$ cat src/hps_pkg.sv
// Purpose: constants for the host port and strap configuration block
// Assumes: AXI4-Lite register access, 32-bit data, one aligned word per register
// Notes: straps are low when the jumper is installed
package hps_pkg;

	// ==========================================================
	// register map
	localparam int ADDR_W = 5;
	localparam logic [ADDR_W-1:0] REG_CTRL = 5'h00;
	localparam logic [ADDR_W-1:0] REG_STRAPS = 5'h04;
	localparam logic [ADDR_W-1:0] REG_COMMUT = 5'h08;
	localparam logic [ADDR_W-1:0] REG_MTYPE = 5'h0C;
	localparam logic [ADDR_W-1:0] REG_ISTAT = 5'h10;
	localparam logic [ADDR_W-1:0] REG_IMASK = 5'h14;
	localparam logic [ADDR_W-1:0] REG_AXES = 5'h18;
	localparam logic [1:0] RESP_OKAY = 2'h0;
	localparam logic [1:0] RESP_SLVERR = 2'h2;

	// ==========================================================
	// field layout
	localparam int CTRL_SERVO_EN_BIT = 0;
	localparam int CTRL_MOTOR_OFF_BIT = 1;
	localparam int STR_BASE_LSB = 0;
	localparam int STR_MCLR_BIT = 10;
	localparam int STR_FWR_BIT = 11;
	localparam int STR_MOFF_BIT = 12;
	localparam int STR_DMA_BIT = 13;
	localparam int STR_IRQ_LSB = 16;
	localparam int STR_STEP_LSB = 24;
	localparam int AX_STD_LSB = 0;
	localparam int AX_PH2_LSB = 8;
	localparam int AX_AVAIL_LSB = 16;
	localparam int AX_STEP_LSB = 24;
	localparam int EV_MCLR = 0;
	localparam int EV_DRIVE = 1;
	localparam int EV_SELECT = 2;
	localparam int EV_W = 3;

	// ==========================================================
	// address decode and timing
	localparam int ADDR_STRAPS = 7;
	localparam int HOST_ADDR_W = 10;
	localparam int OFFSET_LSB = 2;
	localparam logic [HOST_ADDR_W-1:0] BASE_MIN = 10'h200;
	localparam logic [1:0] CAP_DLY = 2'h3;

endpackage : hps_pkg

$ cat src/hps_top.sv
// Purpose: host port decoder and power-up strap configuration
// Assumes: straps and host address come from pins; one clock at 125 MHz
// Notes: straps are caught after each reset release and then held
//
// Decided for this implementation: the AXI4-Lite register port and the placing of the registers.
`timescale 1ns/1ps
`default_nettype none

module hps_top
	import hps_pkg::*;
#(
	parameter int NUM_AXES = 4,
	parameter int IRQ_SEL_W = 3
) (
	input wire logic aclk,
	input wire logic aresetn,
	input wire logic clk_en,
	input wire logic [ADDR_W-1:0] s_axi_awaddr,
	input wire logic [2:0] s_axi_awprot,
	input wire logic s_axi_awvalid,
	output logic s_axi_awready,
	input wire logic [31:0] s_axi_wdata,
	input wire logic [3:0] s_axi_wstrb,
	input wire logic s_axi_wvalid,
	output logic s_axi_wready,
	output logic [1:0] s_axi_bresp,
	output logic s_axi_bvalid,
	input wire logic s_axi_bready,
	input wire logic [ADDR_W-1:0] s_axi_araddr,
	input wire logic [2:0] s_axi_arprot,
	input wire logic s_axi_arvalid,
	output logic s_axi_arready,
	output logic [31:0] s_axi_rdata,
	output logic [1:0] s_axi_rresp,
	output logic s_axi_rvalid,
	input wire logic s_axi_rready,
	input wire logic [ADDR_STRAPS-1:0] address_strap_n,
	input wire logic master_clear_strap_n,
	input wire logic firmware_reload_strap_n,
	input wire logic motor_off_strap_n,
	input wire logic [NUM_AXES-1:0] stepper_select_strap_n,
	input wire logic dma_strap,
	input wire logic [IRQ_SEL_W-1:0] irq_strap,
	input wire logic [HOST_ADDR_W-1:0] host_addr,
	output logic card_select,
	output logic [1:0] reg_select,
	output logic master_clear,
	output logic firmware_reload_en,
	output logic drive_enable,
	output logic [NUM_AXES-1:0] step_dir_mode,
	output logic [NUM_AXES-1:0] dac_phase2,
	output logic [NUM_AXES-1:0] axis_avail,
	output logic dma_channel,
	output logic [(1<<IRQ_SEL_W)-1:0] host_irq_lines,
	output logic irq
);

	// ==========================================================
	// state
	localparam int PW = ADDR_STRAPS + 4 + NUM_AXES + IRQ_SEL_W + HOST_ADDR_W;
	localparam int CW = $clog2(NUM_AXES + 1);

	typedef struct packed {
		logic [PW-1:0] sync1;
		logic [PW-1:0] sync2;
		logic [1:0] cnt;
		logic done;
		logic [HOST_ADDR_W-1:0] base;
		logic mclr_inst;
		logic fwr_inst;
		logic moff_inst;
		logic [NUM_AXES-1:0] step_inst;
		logic dma_ch;
		logic [IRQ_SEL_W-1:0] irq_sel;
		logic card_sel;
		logic [1:0] reg_sel;
		logic mclr_pulse;
		logic drive_en;
		logic [NUM_AXES-1:0] commut;
		logic [NUM_AXES-1:0] mtype;
		logic [NUM_AXES-1:0] step_mode;
		logic [NUM_AXES-1:0] phase2;
		logic [NUM_AXES-1:0] avail;
		logic [CW-1:0] std_axes;
		logic [EV_W-1:0] istat;
		logic [EV_W-1:0] imask;
		logic irq;
		logic [(1<<IRQ_SEL_W)-1:0] host_irq;
		logic aw_ok;
		logic [ADDR_W-1:0] awaddr;
		logic w_ok;
		logic [31:0] wdata;
		logic [3:0] wstrb;
		logic awready;
		logic wready;
		logic bvalid;
		logic [1:0] bresp;
		logic arready;
		logic rvalid;
		logic [31:0] rdata;
		logic [1:0] rresp;
	} hps_state_t;

	hps_state_t q;
	hps_state_t d;
	logic wr_fire;
	logic servo_cmd;
	logic moff_cmd;

	// pin vector slices of the second synchroniser stage
	logic [ADDR_STRAPS-1:0] s_addr;
	logic s_mclr;
	logic s_fwr;
	logic s_moff;
	logic [NUM_AXES-1:0] s_step;
	logic s_dma;
	logic [IRQ_SEL_W-1:0] s_irq;
	logic [HOST_ADDR_W-1:0] s_host;

	assign {s_addr, s_mclr, s_fwr, s_moff, s_step, s_dma, s_irq, s_host} = q.sync2;
	assign wr_fire = q.aw_ok && q.w_ok && !q.bvalid;
	assign servo_cmd = wr_fire && q.awaddr == REG_CTRL && q.wstrb[0]
		&& q.wdata[CTRL_SERVO_EN_BIT];
	assign moff_cmd = wr_fire && q.awaddr == REG_CTRL && q.wstrb[0]
		&& q.wdata[CTRL_MOTOR_OFF_BIT];

	// ==========================================================
	// next state
	always_comb begin
		int ptr;
		int used;
		logic [EV_W-1:0] ev;
		logic [EV_W-1:0] clr;
		logic [31:0] rd;
		logic hit;
		ptr = NUM_AXES - 1;
		used = 0;
		ev = '0;
		clr = '0;
		rd = '0;
		hit = 1'b1;
		d = q;

		// two flops for every strap and host address pin before any logic reads it
		d.sync1 = {address_strap_n, master_clear_strap_n, firmware_reload_strap_n,
			motor_off_strap_n, stepper_select_strap_n, dma_strap, irq_strap, host_addr};
		d.sync2 = q.sync1;
		d.mclr_pulse = 1'b0;

		// straps are caught once the synchroniser has settled after reset
		if (!q.done) begin
			if (q.cnt == CAP_DLY) begin
				d.done = 1'b1;
				// an installed strap pulls its pin low and reads as a zero digit
				d.base = BASE_MIN + {1'b0, s_addr, 2'b00};
				d.mclr_inst = !s_mclr;
				d.mclr_pulse = !s_mclr;
				d.fwr_inst = !s_fwr;
				d.moff_inst = !s_moff;
				d.drive_en = s_moff;
				d.step_inst = ~s_step;
				d.dma_ch = s_dma;
				d.irq_sel = s_irq;
				ev[EV_MCLR] = !s_mclr;
				ev[EV_DRIVE] = s_moff;
			end else begin
				d.cnt = q.cnt + 2'h1;
			end
		end else begin
			d.card_sel = s_host[HOST_ADDR_W-1:OFFSET_LSB] == q.base[HOST_ADDR_W-1:OFFSET_LSB];
			d.reg_sel = s_host[1:0];
			ev[EV_SELECT] = d.card_sel && !q.card_sel;
			// motor-off wins when both commands arrive in one write
			if (moff_cmd) begin
				d.drive_en = 1'b0;
			end else if (servo_cmd) begin
				d.drive_en = 1'b1;
			end
			ev[EV_DRIVE] = d.drive_en != q.drive_en;
		end

		// dac routing: a commutated axis takes the highest free dac when that dac lies above the axis
		d.phase2 = '0;
		d.avail = '1;
		for (int i = 0; i < NUM_AXES; i++) begin
			if (q.commut[i] && i < ptr) begin
				d.phase2[ptr] = 1'b1;
				d.avail[ptr] = 1'b0;
				ptr = ptr - 1;
				used = used + 1;
			end
		end
		d.std_axes = CW'(NUM_AXES - used);
		d.step_mode = q.step_inst & q.mtype;

		// write channel
		if (s_axi_awvalid && q.awready) begin
			d.aw_ok = 1'b1;
			d.awaddr = s_axi_awaddr;
		end
		if (s_axi_wvalid && q.wready) begin
			d.w_ok = 1'b1;
			d.wdata = s_axi_wdata;
			d.wstrb = s_axi_wstrb;
		end
		if (wr_fire) begin
			d.aw_ok = 1'b0;
			d.w_ok = 1'b0;
			d.bvalid = 1'b1;
			d.bresp = RESP_OKAY;
			unique case (q.awaddr)
				REG_CTRL, REG_STRAPS, REG_ISTAT, REG_AXES: begin
				end
				REG_COMMUT: if (q.wstrb[0]) d.commut = q.wdata[NUM_AXES-1:0];
				REG_MTYPE: if (q.wstrb[0]) d.mtype = q.wdata[NUM_AXES-1:0];
				REG_IMASK: if (q.wstrb[0]) d.imask = q.wdata[EV_W-1:0];
				default: d.bresp = RESP_SLVERR;
			endcase
		end else if (q.bvalid && s_axi_bready) begin
			d.bvalid = 1'b0;
		end
		d.awready = !d.aw_ok && !d.bvalid;
		d.wready = !d.w_ok && !d.bvalid;

		// read channel, answer on the same edge that takes the address
		if (s_axi_arvalid && q.arready) begin
			unique case (s_axi_araddr)
				REG_CTRL: rd = '0;
				REG_STRAPS: begin
					rd[STR_BASE_LSB +: HOST_ADDR_W] = q.base;
					rd[STR_MCLR_BIT] = q.mclr_inst;
					rd[STR_FWR_BIT] = q.fwr_inst;
					rd[STR_MOFF_BIT] = q.moff_inst;
					rd[STR_DMA_BIT] = q.dma_ch;
					rd[STR_IRQ_LSB +: IRQ_SEL_W] = q.irq_sel;
					rd[STR_STEP_LSB +: NUM_AXES] = q.step_inst;
				end
				REG_COMMUT: rd[NUM_AXES-1:0] = q.commut;
				REG_MTYPE: rd[NUM_AXES-1:0] = q.mtype;
				REG_ISTAT: begin
					rd[EV_W-1:0] = q.istat;
					clr = q.istat;
				end
				REG_IMASK: rd[EV_W-1:0] = q.imask;
				REG_AXES: begin
					rd[AX_STD_LSB +: CW] = q.std_axes;
					rd[AX_PH2_LSB +: NUM_AXES] = q.phase2;
					rd[AX_AVAIL_LSB +: NUM_AXES] = q.avail;
					rd[AX_STEP_LSB +: NUM_AXES] = q.step_mode;
				end
				default: hit = 1'b0;
			endcase
			d.rvalid = 1'b1;
			d.rdata = rd;
			d.rresp = hit ? RESP_OKAY : RESP_SLVERR;
		end else if (q.rvalid && s_axi_rready) begin
			d.rvalid = 1'b0;
		end
		d.arready = !d.rvalid;

		// sticky events, a set in the clearing cycle survives
		d.istat = (q.istat & ~clr) | ev;
		d.irq = |(d.istat & d.imask);
		d.host_irq = '0;
		// only the strapped line is ever driven, so it is never shared
		if (d.irq) d.host_irq[d.irq_sel] = 1'b1;
	end

	always_ff @(posedge aclk) begin
		if (!aresetn) begin
			q <= '0;
			// no dac is taken out of reset, so every axis reads as standard
			q.avail <= '1;
			q.std_axes <= CW'(NUM_AXES);
		end else if (clk_en) begin
			q <= d;
		end
	end

	// ==========================================================
	// outputs
	assign s_axi_awready = q.awready;
	assign s_axi_wready = q.wready;
	assign s_axi_bvalid = q.bvalid;
	assign s_axi_bresp = q.bresp;
	assign s_axi_arready = q.arready;
	assign s_axi_rvalid = q.rvalid;
	assign s_axi_rdata = q.rdata;
	assign s_axi_rresp = q.rresp;
	assign card_select = q.card_sel;
	assign reg_select = q.reg_sel;
	assign master_clear = q.mclr_pulse;
	assign firmware_reload_en = q.fwr_inst;
	assign drive_enable = q.drive_en;
	assign step_dir_mode = q.step_mode;
	assign dac_phase2 = q.phase2;
	assign axis_avail = q.avail;
	assign dma_channel = q.dma_ch;
	assign host_irq_lines = q.host_irq;
	assign irq = q.irq;
endmodule : hps_top

`default_nettype wire

$ cat config.mk
export PLATFORM = sky130hd
export DESIGN_NAME = hps_top
export DESIGN_NICKNAME = d
export VERILOG_FILES = /design/src/hps_pkg.sv /design/src/hps_top.sv
export SDC_FILE = /design/constraint.sdc
export NUM_CORES = 1
export LEC_CHECK = 0
export ABC_AREA = 1
export BUFFER_PORTS_ARGS = -buffer_cell sky130_fd_sc_hd__buf_4
export CORE_MARGIN = 1.5
export CORE_UTILIZATION = 45
export CTS_CLUSTER_SIZE = 14
export DETAILED_ROUTE_END_ITERATION = 8
export GPL_ROUTABILITY_DRIVEN = 0
export PLACE_DENSITY = 0.68
export SYNTH_ARGS = -nofsm -noshare
export SYNTH_HDL_FRONTEND = slang
export SYNTH_SLANG_ARGS = --single-unit
$ cat constraint.sdc
create_clock -name aclk -period 2.5 [get_ports aclk]
set_clock_uncertainty 0.05 [all_clocks]
set_input_delay 0.5 -clock aclk [delete_from_list [all_inputs] [get_ports aclk]]
set_output_delay 0.5 -clock aclk [all_outputs]
set_load 0.02 [all_outputs]
# --- After elaboration in Yosys (flattened, before gate mapping) ---
# Index checks and enable logic that the tools add are counted.
totals:
  reg_bits: 197
  latch_bits: 0
  ram_bits: 0
  mem_bits_ro: 0
  inputBits: 88
  output_inout_bits: 69
  wordCells: 193
  n_memories: 0
op_classes:
  n_addsub: 8
  mul: 0
  div_mod_pow: 0
  n_lt_le_gt_ge: 11
  eq_ne: 15
  shifts: 0
  n_mux: 58
  bitwise_logic: 17
  reduce_logical: 46
ops:
  columns: ["cell", "count"]
  rows:
  - [">= comparator 32 x 1 -> 1 bit (second input constant)", 3]
  - ["< comparator 32 x 4 -> 1 bit (second input constant)", 3]
  - ["< comparator 3 x 32 -> 1 bit (first input constant)", 2]
  - ["2-to-1 mux 32 bit", 2]
  - ["subtractor 32 x 2 -> 32 bit (second input constant)", 2]
  - ["2-to-1 mux 22 bit", 2]
  - ["2-to-1 mux 37 bit", 1]
  - ["< comparator 2 x 32 -> 1 bit (first input constant)", 1]
  - ["2-to-1 mux 8 bit", 4]
  - ["equality test 5 bit (second input constant)", 6]
  - ["2-to-1 mux 1 bit", 25]
  - ["2-to-1 mux 3 bit", 8]
  - ["logical AND 1 bit", 21]
  - ["equality test 5 x 4 -> 1 bit (second input constant)", 4]
  - ["one-hot mux 3 bit (6 select lines)", 1]
  - ["bitwise AND 4 bit", 4]
  - ["inverter 4 bit", 4]
  - ["one-hot mux 4 bit (2 select lines)", 2]
  - ["OR reduction 7 bit", 2]
  - ["OR 4 bit", 3]
  - ["AND reduction 2 bit", 6]
  - ["adder 10 x 9 -> 10 bit (first input constant)", 1]
  - ["equality test 5 x 3 -> 1 bit (second input constant)", 2]
  - ["logical NOT 5 bit", 2]
  - ["25 further kinds", 44]

# --- Depth between registers and ports, before layout ---
depth:
  depth_word: 14
  depth_mapped: 14
  mapped_depth_nobuf: 14

# --- Worst setup path after synthesis ---
# OpenSTA, ideal clock, no wires.
synth_path:
  kind: "input to register"
  start: "input port s_axi_araddr[1]"
  end: "register q (netlist bit host_irq_lines[2])"
  setup_ns: 0.132
  t_arrival_ns: 1.444
  required_ns: 2.318
  slack_ns: 0.873
  cell_stages: 9
  path_buffers: 0
  cell_sequence: "nor2_2 -> nand3_1 -> o21a_1 -> a21oi_1 -> nor2_1 -> a21oi_2 -> nand2_4 -> nand3_1 -> a21oi_1"
synth_between:
  elab_chain_cells: 9
synth_lines:
  columns: ["element", "line_no", "text"]
  rows:
  - ["start: declaration", "hps_top.sv:29", "input wire logic [ADDR_W-1:0] s_axi_araddr,"]
  - ["equality test 5 bit", "hps_top.sv:227", "unique case (s_axi_araddr)"]
  - ["2-to-1 mux 3 bit", "hps_top.sv:227", null]
  - ["2-to-1 mux 3 bit", "hps_top.sv:226", "if (s_axi_arvalid && q.arready) begin"]
  - ["inverter 3 bit", "hps_top.sv:262", "d.istat = (q.istat & ~clr) | ev;"]
  - ["bitwise AND 3 bit", "hps_top.sv:262", null]
  - ["OR 3 bit", "hps_top.sv:262", null]
  - ["bitwise AND 3 bit", "hps_top.sv:263", "d.irq = |(d.istat & d.imask);"]
  - ["OR reduction 3 bit", "hps_top.sv:263", null]
  - ["2-to-1 mux 8 bit", "hps_top.sv:266", "if (d.irq) d.host_irq[d.irq_sel] = 1'b1;"]
  - ["end: declaration", "hps_top.sv:104", "hps_state_t q;"]
# No other way between the ends.
# A chain may end at the register's enable or synchronous reset.

==> flow_summary.ini <==
[run_status]
run_status = finished, final reports clean

[worst_setup_path]
path_cells = inv_1 -> ha_1 -> nand2_1 -> xor2_1 -> ha_1 -> o21ai_0 -> a21oi_1
setup.worst_path.start_class = register
rrSetupSlack_ns = 0.62
r2r_cells = 7
crit_required_ns = 2.76
timing.critical_path.mode_cell = ha_1
r2r-end = q[100]
endpoint_kind = register
worst-path-max-fanout = 6
worstPathArrival_ns = 2.14
critical_path.startpoint = q[118]
critical_path.top_delay_family = adder cells
timing.setup.critical_path_class = register to register
crit_path_top_delay_cell = dfxtp_1
cpPeakStageDelay_ns = 0.44
r2r-start = q[118]
timing.critical_path.buf_inv = 1

[timing]
slew_viol_final = 0
max_slew_margin_pct = 61.9
finalSetupViolCount = 0
final.setup.tns_ns = 0
fin_crit_sh_pct = 75.3
fmax_mhz = 531
tightestPinTransition_ns = 0.566
report.final.hold_viol_count = 0
layout_min_cycle_time_ns = 1.88
worst_hold_slack_ns = 0.247
setup_repair_after_global_routing_missed_its_margin = false

[layout]
num-fill-cells = 1480
final_core_util_pct = 53.3
multi_input_area_mm2 = 0.00274
diodes = 0
layout.nets = 1038
layout-drive-gt1-share_pct = 17.9
regArea_mm2 = 0.00324
areaGrowthSynthToFinish_pct = 16.8

[min_path]
hold-path-cell-count = 3
whs_endpoint = d[152]
min_from = host_addr[1]
classification_of_the_worst_slack_hold_path = primary input to register

[synthesis]
postSynthAreaPerCell_um2 = 7.69
synthesis.area_mm2 = 0.00689
synth_seq_area_share_pct = 47.1
synth.distinct_cells = 39
syn_inst = 896
ys_ff_latch = 162
synth-warning-count = 0

[power_and_ir_drop]
power-per-cell-area_mw_per_mm2 = 712
worst_ir_drop_vdd_uv = 559
static-leakage-power_nw = 3.56

[floorplan]
fp.dieH_um = 127
fp-row-count = 45
die_width_um = 127
core_footprint_mm2 = 0.0151
initial_core_util_pct = 45.6
design.die.area_mm2 = 0.0161
design.portCount = 157

[global_route]
grt_start_max_net_pins = 78
grt_pass1_wl_um = 25400
globalRouteOverflowTotal = 0
grt_antenna_before_repair = 0
global_route.usage.total_pct = 19.9
grt_pass1_vias = 5078

[placement]
dp_hpwl_um = 10600
io_buffer_count = 107

[route]
drt.antenna.violating_nets = 0
initialDrtViolationCount = 439
drtPass1Iterations = 4
routed_via_density = 4.94
detail_route.wl_per_cell_um = 13.5
remaining_drc_errors = 0
route.final.wire_length_um = 15500
route.vias.total = 5656

[clock_network]
cts-buffers-inserted = 17
clk_root_buffer_cell = clkbuf_16
cts_max_path_buffers = 2
clock-sinks = 162
ctsResizeCount = 0
hold_buffers = 0
insertion_delay_ns = 0.42
cts.htree.levels = 4
clock_slew_seen_by_the_registers_of_the_worst_setup_and_hold_paths_ns = 0.06
cts_tree = built
postCtsSetupBuffers = 0

[job]
maxCapViolations = 0
==> how the worst max path moves through the flow <==
stage                              to  slack, ns  cells past startpoint
global route                   q[100]       0.47                      7
floorplan           host_irq_lines[2]       0.87                      9
global placement    host_irq_lines[4]       0.55                     11
finish                         q[100]       0.62                      7
detailed placement  host_irq_lines[2]       0.50                     11
CTS                            q[100]       0.66                      7
==> layout make-up <==
type | count | share of cell area [%]
inverters | 87 | 4.06
repair buffers | 122 | 11.7
flip-flops and latches | 162 | 40.3
clock buffers | 28 | 6.67
multi-input cells | 554 | 34.1
clock inverters | 3 | 0.233
well taps | 188 | 2.93
==> cell usage after synthesis (all sizes together) <==
cell type | count | area (µm²)
clkbuf | 34 | 128
nor4 | 2 | 27.5
o311ai | 1 | 8.76
a21oi | 81 | 409
xnor2 | 6 | 52.6
nand2 | 87 | 339
nand3 | 13 | 65.1
nor3 | 12 | 71.3
a221o | 1 | 10.0
buf | 70 | 493
nor2 | 151 | 584
o21ai | 133 | 673
a211oi | 5 | 37.5
a41oi | 1 | 8.76
o31ai | 1 | 7.51
ha | 6 | 75.1
conb | 1 | 3.75
dfxtp | 162 | 3240
o2111ai | 1 | 8.76
a31oi | 4 | 25.0
xor2 | 5 | 43.8
inv | 87 | 327
o221ai | 7 | 61.3
o21a | 2 | 15.0
o211ai | 15 | 113
nand4 | 8 | 56.3
==> stage by stage <==
step           setup slack [ns]  power (W)  cell area (µm²)  instances
2_1_floorplan             0.873    0.00321             6930        907
3_3_place_gp              0.553    0.00337             7490       1113
3_5_place_dp              0.499    0.00338             7490       1113
4_1_cts                   0.659    0.00578             8040       1144
5_1_grt                   0.469    0.00599             8040       1144
6_report                  0.618    0.00573             8040       1144
==> power by group <==
part           leakage, nW  internal, W  total (W)  switching (W)
Sequential            1.33      0.00271    0.00278      0.0000752
Clock                0.276      0.00145    0.00240       0.000952
Combinational         1.96     0.000214   0.000544       0.000330
==> sequential cells by signal, indices dropped and copies added (netlist names) <==
register,cells
s_axi_rdata,22
host_irq_lines,8
s_axi_rvalid,1
s_axi_awready,1
s_axi_arready,1
irq,1
master_clear,1
s_axi_bresp,1
card_select,1
reg_select,2
step_dir_mode,4
d,28
dac_phase2,4
dma_channel,1
q,77
firmware_reload_en,1
drive_enable,1
s_axi_bvalid,1
s_axi_rresp,1
s_axi_wready,1
axis_avail,4
==> worst register-to-register path, delay by kind of cell (launching register included) <==
kind            cells  cell delay [ns]
xor+xnor            1             0.23
fa+ha+maj           2             0.52
compound gates      2             0.23
buf+inv             1             0.12
flops               1             0.44
simple gates        1             0.19
==> metal layers <==
layer  global-route usage, %  vias up  share of wire, %
li1                        -     2969                 -
met5                       0        -                 0
met4                    6.15        0               1.2
met1                    28.1     2534                49
met2                    30.2      136                44
met3                    4.56       17               5.7
==> kinds of logic after synthesis <==
family	synth area share, %
AND/OR/NAND/NOR	16.6
AO/OA/AOI/OAI	20.0
buffers and inverters	13.8
flip-flops	47.1
XOR/XNOR	1.40
adder cells (fa/ha/maj)	1.09
other	0.0545
==> cell usage in the layout (no fill, tap or decap), types with 13 or more instances in the layout <==
cell type  count
inv_1         80
nor2_1       145
nand3_1       13
o211ai_1      15
o21ai_0      129
a21oi_1       80
clkbuf_16     17
buf_4        120
nand2_1       84
dfxtp_1      162
Note: power is estimated with default switching activity, not from simulation.
